$ cat src/include/access_layer_consts.svh
`ifndef ACCESS_LAYER_CONSTS_SVH
`define ACCESS_LAYER_CONSTS_SVH

// Register offsets
`define OFS_PORT_CONTROL_B        4'h3
`define OFS_KEY_STATUS            4'h7
`define OFS_SYSTEM_RESET_REQUEST  4'h8
`define OFS_PORT_CLOCK_CONTROL    4'h9
`define OFS_SYSTEM_CONTROL        4'hA
`define OFS_SYSTEM_STATUS         4'hB
`define OFS_CRC_STATUS            4'hC

// Port control B fields
`define BIT_NEG_ACK_DISABLE          4
`define BIT_CONTENTION_DETECT_DISABLE 3
`define BIT_PORT_DISABLE             2

// Key status fields
`define BIT_USER_ROW_KEY             5
`define BIT_MEMORY_PROGRAM_KEY       4
`define BIT_FULL_ERASE_KEY           3

// System control fields
`define BIT_USER_ROW_FINISH          1
`define BIT_SYSTEM_CLOCK_REQUEST     0

// System status fields
`define BIT_SYSTEM_RESET_ACTIVE      5
`define BIT_SYSTEM_SLEEPING          4
`define BIT_MEM_PROGRAM_ALLOWED      3
`define BIT_USER_ROW_PROGRAM_ALLOWED 2
`define BIT_MEMORY_LOCKED            0

// Values
`define RESET_SIGNATURE           8'h59
`define CLOCK_SELECT_16MHZ        2'h1
`define CLOCK_SELECT_8MHZ         2'h2
`define CLOCK_SELECT_4MHZ         2'h3
`define CLOCK_SELECT_DEFAULT      2'h3
`define CRC_STATUS_OFF            3'h0
`define CRC_STATUS_BUSY           3'h1
`define CRC_STATUS_PASS           3'h2
`define CRC_STATUS_FAIL           3'h4

// Synchronised input vector layout
`define SYNC_WIDTH                10
`define SYNC_SYS_RESET            0
`define SYNC_SLEEPING             1
`define SYNC_LOCKED               2
`define SYNC_MEM_PROG_ALLOWED     3
`define SYNC_UROW_ALLOWED         4
`define SYNC_MEM_PROG_DONE        5
`define SYNC_ERASE_DONE           6
`define SYNC_CRC_LSB              7
`define SYNC_LOCKED_RESET         10'h004

`endif

$ cat src/include/access_layer_pkg.sv
`include "access_layer_consts.svh"

package access_layer_pkg;

    typedef enum logic [1:0] {
        PORT_OFF = 2'b01,
        PORT_ON  = 2'b10
    } port_state_type;

    typedef struct packed {
        port_state_type            state;
        logic [`SYNC_WIDTH-1:0]    sync1;
        logic [`SYNC_WIDTH-1:0]    sync2;
        logic                      neg_ack_disable;
        logic                      contention_detect_disable;
        logic                      user_row_key_active;
        logic                      memory_program_key;
        logic                      full_erase_key_active;
        logic                      system_reset_hold;
        logic [1:0]                port_clock_select;
        logic                      user_row_finish;
        logic                      system_clock_request;
        logic                      system_reset_active;
        logic [7:0]                rd_data;
        logic                      finish_pulse;
        logic                      neg_ack_send;
    } access_state_type;

endpackage

$ cat src/rtl/access_layer_regs.sv
`timescale 1ns/1ps
`include "access_layer_consts.svh"

module access_layer_regs
    import access_layer_pkg::*;
(
    input  wire logic       clock,
    input  wire logic       rst_n,
    // Register access from the port's instruction layer, same clock
    input  wire logic [3:0] reg_addr,
    input  wire logic       reg_wr,
    input  wire logic [7:0] reg_wdata,
    input  wire logic       reg_rd,
    output logic      [7:0] reg_rdata,
    // Events from the port's own layers, same clock
    input  wire logic       port_enable_event,
    input  wire logic       user_row_key_decoded,
    input  wire logic       memory_program_key_decoded,
    input  wire logic       full_erase_key_decoded,
    input  wire logic       neg_ack_request,
    // System domain status, asynchronous to this clock
    input  wire logic       sys_reset_in,
    input  wire logic       sys_sleeping_in,
    input  wire logic       memory_locked_in,
    input  wire logic       mem_program_allowed_in,
    input  wire logic       user_row_program_allowed_in,
    input  wire logic       mem_program_done_in,
    input  wire logic       erase_done_in,
    input  wire logic [2:0] crc_status_in,
    // Controls
    output logic            phy_enable,
    output logic            port_clock_request,
    output logic [1:0]      port_clock_select,
    output logic            contention_detect_enable,
    output logic            neg_ack_send,
    output logic            system_reset_out,
    output logic            system_clock_request,
    output logic            user_row_finish_pulse,
    output logic            user_row_key_active,
    output logic            memory_program_key,
    output logic            full_erase_key_active
);

    access_state_type cur_reg;
    access_state_type cur_next;

    function automatic access_state_type port_defaults(input access_state_type s);
        access_state_type d;
        d                           = s;
        d.neg_ack_disable           = 1'b0;
        d.contention_detect_disable = 1'b0;
        d.user_row_key_active       = 1'b0;
        d.memory_program_key        = 1'b0;
        d.full_erase_key_active     = 1'b0;
        d.port_clock_select         = `CLOCK_SELECT_DEFAULT;
        d.user_row_finish           = 1'b0;
        d.system_clock_request      = 1'b0;
        d.neg_ack_send              = 1'b0;
        d.finish_pulse              = 1'b0;
        return d;
    endfunction

    logic [7:0] read_value;
    logic       wr_hit;
    logic       on;
    logic [`SYNC_WIDTH-1:0] sv;

    always_comb begin
        cur_next = cur_reg;
        sv       = cur_reg.sync2;
        on       = (cur_reg.state == PORT_ON);
        wr_hit   = reg_wr && on;
        // Only the second stage is read by logic
        // Bit order follows the SYNC_ layout in the constants header
        cur_next.sync1 = {crc_status_in, erase_done_in, mem_program_done_in,
                          user_row_program_allowed_in, mem_program_allowed_in,
                          memory_locked_in, sys_sleeping_in, sys_reset_in};
        cur_next.sync2 = cur_reg.sync1;
        cur_next.finish_pulse = 1'b0;
        cur_next.neg_ack_send = on && neg_ack_request && !cur_reg.neg_ack_disable;

        // Register read mux; unused bits stay zero
        read_value = 8'h00;
        case (reg_addr)
            `OFS_PORT_CONTROL_B: begin
                read_value[`BIT_NEG_ACK_DISABLE]           = cur_reg.neg_ack_disable;
                read_value[`BIT_CONTENTION_DETECT_DISABLE] = cur_reg.contention_detect_disable;
            end
            `OFS_KEY_STATUS: begin
                read_value[`BIT_USER_ROW_KEY]       = cur_reg.user_row_key_active;
                read_value[`BIT_MEMORY_PROGRAM_KEY] = cur_reg.memory_program_key;
                read_value[`BIT_FULL_ERASE_KEY]     = cur_reg.full_erase_key_active;
            end
            `OFS_SYSTEM_RESET_REQUEST: begin
                read_value[0] = cur_reg.system_reset_hold;
            end
            `OFS_PORT_CLOCK_CONTROL: begin
                read_value[1:0] = cur_reg.port_clock_select;
            end
            `OFS_SYSTEM_CONTROL: begin
                read_value[`BIT_USER_ROW_FINISH]      = cur_reg.user_row_finish;
                read_value[`BIT_SYSTEM_CLOCK_REQUEST] = cur_reg.system_clock_request;
            end
            `OFS_SYSTEM_STATUS: begin
                read_value[`BIT_SYSTEM_RESET_ACTIVE]      = cur_reg.system_reset_active;
                read_value[`BIT_SYSTEM_SLEEPING]          = sv[`SYNC_SLEEPING];
                read_value[`BIT_MEM_PROGRAM_ALLOWED]      = sv[`SYNC_MEM_PROG_ALLOWED];
                read_value[`BIT_USER_ROW_PROGRAM_ALLOWED] = sv[`SYNC_UROW_ALLOWED];
                read_value[`BIT_MEMORY_LOCKED]            = sv[`SYNC_LOCKED];
            end
            `OFS_CRC_STATUS: begin
                read_value[2:0] = sv[`SYNC_CRC_LSB +: 3];
            end
            default: begin
                read_value = 8'h00;
            end
        endcase
        // Only the access instructions reach this port; no CPU path exists
        if (reg_rd && on) begin
            cur_next.rd_data = read_value;
        end

        // Sticky system reset flag: a new reset beats the clear from a read
        if (reg_rd && on && reg_addr == `OFS_SYSTEM_STATUS) begin
            cur_next.system_reset_active = 1'b0;
        end
        if (sv[`SYNC_SYS_RESET] || cur_reg.system_reset_hold) begin
            cur_next.system_reset_active = 1'b1;
        end

        // Keys set by decode; program and erase keys auto clear when their sequence finishes
        if (user_row_key_decoded) begin
            cur_next.user_row_key_active = 1'b1;
        end
        if (sv[`SYNC_MEM_PROG_DONE]) begin
            cur_next.memory_program_key = 1'b0;
        end
        if (memory_program_key_decoded) begin
            cur_next.memory_program_key = 1'b1;
        end
        if (sv[`SYNC_ERASE_DONE]) begin
            cur_next.full_erase_key_active = 1'b0;
        end
        if (full_erase_key_decoded) begin
            cur_next.full_erase_key_active = 1'b1;
        end

        if (wr_hit) begin
            case (reg_addr)
                `OFS_PORT_CONTROL_B: begin
                    cur_next.neg_ack_disable = reg_wdata[`BIT_NEG_ACK_DISABLE];
                    cur_next.contention_detect_disable =
                        reg_wdata[`BIT_CONTENTION_DETECT_DISABLE];
                end
                `OFS_KEY_STATUS: begin
                    if (!reg_wdata[`BIT_USER_ROW_KEY] && !user_row_key_decoded) begin
                        cur_next.user_row_key_active = 1'b0;
                    end
                end
                `OFS_SYSTEM_RESET_REQUEST: begin
                    cur_next.system_reset_hold = (reg_wdata == `RESET_SIGNATURE);
                end
                `OFS_PORT_CLOCK_CONTROL: begin
                    // Reserved code 0 is refused, the field keeps its value
                    if (reg_wdata[1:0] != 2'h0) begin
                        cur_next.port_clock_select = reg_wdata[1:0];
                    end
                end
                `OFS_SYSTEM_CONTROL: begin
                    cur_next.system_clock_request =
                        reg_wdata[`BIT_SYSTEM_CLOCK_REQUEST];
                    // Finish only counts with the user-row key; RAM state is not checked
                    if (cur_reg.user_row_key_active) begin
                        cur_next.user_row_finish = reg_wdata[`BIT_USER_ROW_FINISH];
                        cur_next.finish_pulse    = reg_wdata[`BIT_USER_ROW_FINISH];
                    end
                end
                default: begin
                end
            endcase
        end

        case (cur_reg.state)
            PORT_OFF: begin
                if (port_enable_event) begin
                    cur_next                      = port_defaults(cur_next);
                    cur_next.system_clock_request = 1'b1;
                    cur_next.state                = PORT_ON;
                end
            end
            PORT_ON: begin
                if (wr_hit && reg_addr == `OFS_PORT_CONTROL_B &&
                    reg_wdata[`BIT_PORT_DISABLE]) begin
                    // Full port teardown; system reset hold is kept on purpose
                    cur_next       = port_defaults(cur_next);
                    cur_next.state = PORT_OFF;
                end
            end
            default: begin
                cur_next.state = PORT_OFF;
            end
        endcase
    end

    // Only rst_n resets this logic; the system reset request never does
    always_ff @(posedge clock or negedge rst_n) begin
        if (!rst_n) begin
            cur_reg                           <= '0;
            cur_reg.state                     <= PORT_OFF;
            cur_reg.sync1                     <= `SYNC_LOCKED_RESET;
            cur_reg.sync2                     <= `SYNC_LOCKED_RESET;
            cur_reg.port_clock_select         <= `CLOCK_SELECT_DEFAULT;
        end else begin
            cur_reg <= cur_next;
        end
    end

    assign reg_rdata                = cur_reg.rd_data;
    assign phy_enable               = cur_reg.state[1];
    assign port_clock_request       = cur_reg.state[1];
    assign port_clock_select        = cur_reg.port_clock_select;
    assign contention_detect_enable = !cur_reg.contention_detect_disable;
    assign neg_ack_send             = cur_reg.neg_ack_send;
    assign system_reset_out         = cur_reg.system_reset_hold;
    assign system_clock_request     = cur_reg.system_clock_request;
    assign user_row_finish_pulse    = cur_reg.finish_pulse;
    assign user_row_key_active      = cur_reg.user_row_key_active;
    assign memory_program_key       = cur_reg.memory_program_key;
    assign full_erase_key_active    = cur_reg.full_erase_key_active;
endmodule

$ cat config.mk
export PLATFORM = sky130hd
export DESIGN_NAME = access_layer_regs
export DESIGN_NICKNAME = d
export VERILOG_FILES = /design/src/include/access_layer_pkg.sv /design/src/rtl/access_layer_regs.sv
export VERILOG_INCLUDE_DIRS = /design/src /design/src/include
export SDC_FILE = /design/constraint.sdc
export NUM_CORES = 1
export LEC_CHECK = 0
export BUFFER_PORTS_ARGS = -buffer_cell sky130_fd_sc_hd__buf_4
export CELL_PAD_IN_SITES_DETAIL_PLACEMENT = 2
export CELL_PAD_IN_SITES_GLOBAL_PLACEMENT = 2
export CORE_MARGIN = 8
export CORE_UTILIZATION = 29
export DETAILED_ROUTE_END_ITERATION = 10
export GPL_ROUTABILITY_DRIVEN = 0
export PLACE_DENSITY = 0.85
export SLEW_MARGIN = 20
export SYNTH_ARGS = -nofsm -noshare
export SYNTH_HDL_FRONTEND = slang
export SYNTH_SLANG_ARGS = --single-unit
$ cat constraint.sdc
create_clock -name clock -period 1.56 [get_ports clock]
set_input_delay 0.078 -clock clock [delete_from_list [all_inputs] [get_ports clock]]
set_output_delay 0.078 -clock clock [all_outputs]
set_load 0.01 [all_outputs]
==> impl_metrics.py <==
metrics = {
    "synth": {
        "syn_inst": 158,
        "syn_area_mm2": 0.001807,
        "synth-adder-area-share_pct": 1.385,
        "synth_compound_area_share_pct": 11.50,
        "ys_async_sr_fraction_pct": 100.0,
        "synth_common_cells": "36 x dfrtp_1, 17 x nand2_1, 12 x buf_4",
        "synthSimpleGateAreaFrac_pct": 19.25,
        "synth-edff-count": 0,
        "muxShareOfSynthArea_pct": 3.324,
        "avgSynthCellArea_um2": 11.44,
        "synth_cell_types": 41,
        "yosysWarnings": 0,
        "yosys.area.top_type": "dfrtp_1",
        "synthFlopType": "dfrtp_1",
        "synthXorXnorAreaFrac_pct": 0,
        "synth_top_family_by_area": "simple AND/OR/NAND/NOR gates",
        "synthTopCellsByArea": "dfrtp_1 50%, dfstp_2 7.3%, buf_4 5.0%",
        "yosysMostFrequentCell": "dfrtp_1",
        "ys_seq_area_share_pct": 57.13,
        "yosysTopAreaCellShare_pct": 49.86,
        "synth-seq-cells": 41,
    },
    "timing": {
        "max_freq_ghz": 0.5982,
        "hold_viol_final": 0,
        "final.setup.tns_ps": -916.3,
        "tightestPinTransition_ps": 535.2,
        "fin_crit_sh_pct": 107.2,
        "fin_skew_ps": 7.734,
        "relSlewSlack_pct": 64.32,
        "worst_slack_ps": -111.6,
        "worst_hold_slack_ps": 23.10,
        "rsz0062_at_grt": "true",
        "fin_crit_ps": 1672,
        "final-max-slew-violation-count": 0,
        "setup-violations-final": 11,
    },
    "final_layout": {
        "multi_input_area_um2": 772.0,
        "instances_no_fill": 300,
        "design_area_mm2": 0.002606,
        "diodes": 0,
        "fill_cells": 634,
        "fin_util_pct": 43.76,
        "area_delta_synth_final_pct": 44.25,
        "largest_reg_flops": 15,
        "seq_area_mm2": 0.001033,
        "drive_above_1_share_pct": 46.22,
        "fin_nets": 257,
    },
    "grt": {
        "grtUsageTotal_pct": 13.62,
        "grt_overflow": 0,
        "antenna_found_initial": 0,
        "grt_pass1_wl_mm": 9.204,
        "first_global_vias": 1663,
        "grt_max_degree": 42,
    },
    "worst_hold_path": {
        "hold_start": "memory_program_key_decoded",
        "worstHoldEndpoint": "memory_program_key$_DFF_PN0_",
        "hold_path_class": "in2reg",
        "min_path_cells": 3,
    },
    "power_and_ir_drop": {
        "p_leak_nw": 1.166,
        "peakVddDrop_v": 0.0005598,
        "power_mw": 3.698,
        "pwr_density_cell_mw_per_mm2": 1419,
    },
    "detailed_routing": {
        "vias": 1478,
        "post_drt_via_cell_ratio": 4.927,
        "drt-pass1-iter-count": 4,
        "drc": 0,
        "wire_per_inst_um": 21.39,
        "first_iter_violations": 165,
        "routed_wl_mm": 6.418,
        "drt.antenna.violating_nets": 0,
    },
    "worst_setup_path": {
        "worst-setup-path-type": "reg2reg",
        "r2r_slack_ps": -110,
        "arrival_ps": 1860,
        "end_kind": "flip-flop",
        "rr_endpoint": "user_row_key_active$_DFF_PN0_",
        "crit_required_ps": 1750,
        "worst-r2r-cell-count": 7,
        "r2r_start": "cur_reg[41]$_DFFE_PN1P_",
        "crit_fanout": 7,
        "critPathLaunchType": "flip-flop",
    },
    "cts": {
        "clock_path_buffers": 2,
        "cts.htree.levels": 2,
        "cts_tree": "done",
        "clk_pin_slew_ps": 80,
        "cts_inserted_buffers": 5,
        "cts_sinks": 41,
        "clk_latency_ps": 310,
        "cts-root-buf": "clkbuf_8",
    },
    "place": {
        "portBuffers": 48,
        "dpl_cell_area_mm2": 0.002222,
        "dp_slack_ps": -57.51,
        "dp_cells": 273,
        "dp_hpwl_mm": 4.085,
    },
    "floorplan": {
        "start_util_pct": 30.34,
        "die_y_um": 94.93,
        "ios": 51,
        "num_rows": 28,
        "core_mm2": 0.005956,
        "die_w_um": 94.93,
        "die_area_mm2": 0.009012,
    },
    "status": {
        "violations": "negative setup slack",
        "outcome": "finished with violations",
    },
    "job": {
        "max-cap-violations": 0,
    },
}
==> report_power, final <==
| group | total, mW | leakage (nW) | switching, mW | internal [mW] |
|---|---|---|---|---|
| sequential | 1.43 | 0.494 | 0.155 | 1.28 |
| combinational | 1.53 | 0.628 | 0.769 | 0.758 |
| clock | 0.742 | 0.0445 | 0.382 | 0.359 |
| total | 3.70 | 1.17 | 1.31 | 2.39 |
==> placed cells by master, fill, tap and decap left out, types with 2 or more instances in the layout <==
cell and n:
nand3_1 2, dfstp_2 5, nor2b_1 2, nand3b_1 2, nor3_2 2, dlygate4sd3_1 11
buf_6 3, nor2_4 3, buf_4 59, conb_1 2, nor3b_1 2, a211o_1 3
nor2_2 4, o21ai_0 6, a21oi_1 6, nor3_1 3, o21ai_1 3, clkbuf_8 6
mux2i_1 3, inv_2 2, nor3_4 2, dfrtp_1 35, a21oi_2 3, nand2_1 17
a22o_1 3, mux2i_4 2, nor2_1 3, inv_1 5
==> worst max-delay path by stage <==
stage,from,end,slack (ps)
floorplan,cur_reg[41]$_DFFE_PN1P_,port_clock_select[0]$_DFF_PN1_,-8
global placement,cur_reg[41]$_DFFE_PN1P_,port_clock_select[1]$_DFF_PN1_,20
detailed placement,cur_reg[41]$_DFFE_PN1P_,port_clock_select[1]$_DFF_PN1_,-60
CTS,cur_reg[41]$_DFFE_PN1P_,port_clock_select[1]$_DFF_PN1_,-40
global route,cur_reg[41]$_DFFE_PN1P_,cur_reg[41]$_DFFE_PN1P_,-160
finish,cur_reg[41]$_DFFE_PN1P_,user_row_key_active$_DFF_PN0_,-110
==> final cells by class <==
| class | instances | area share [%] |
|---|---|---|
| sequential | 41 | 39.65 |
| multi-input combinational | 96 | 29.62 |
| timing repair buffer | 73 | 22.52 |
| tap | 75 | 3.601 |
| clock buffer | 7 | 3.313 |
| inverter | 7 | 1.008 |
| clock inverter | 1 | 0.2880 |
==> kinds of logic after synthesis <==
logic type / after synthesis
muxes: 6
adders and majority gates: 2
DFF: 41
other: 1
and+or+nand+nor: 56
buffers and inverters: 22
AOI/OAI and AO/OA: 30
==> routing by layer <==
metal / routed length (µm) / part of all wire (%) / GRT usage (%) / up-vias
met1: 2514 / 39 / 14.52 / 756
li1: - / - / - / 670
met5: 0 / 0 / 0 / -
met4: 148 / 2.3 / 5.982 / 0
met3: 340 / 5.3 / 4.286 / 12
met2: 3415 / 53 / 24.16 / 40
==> timing repair <==
action | CTS | global route
setup buffers | 3 | 5
pin swaps | 7 | 4
hold buffers | 11 | 0
hold endpoints to repair | 46 | 0
setup endpoints to repair | 10 | 13
gates resized for setup | 7 | 21
==> critical path, cell delays in order (launching register included) <==
cell and delay (ps):
dfstp_2 390, inv_2 70, ha_4 180, buf_4 140, nand4b_1 80, or3_1 380
a21oi_2 250, nor2_2 70
(Power assumes the default switching activity.)
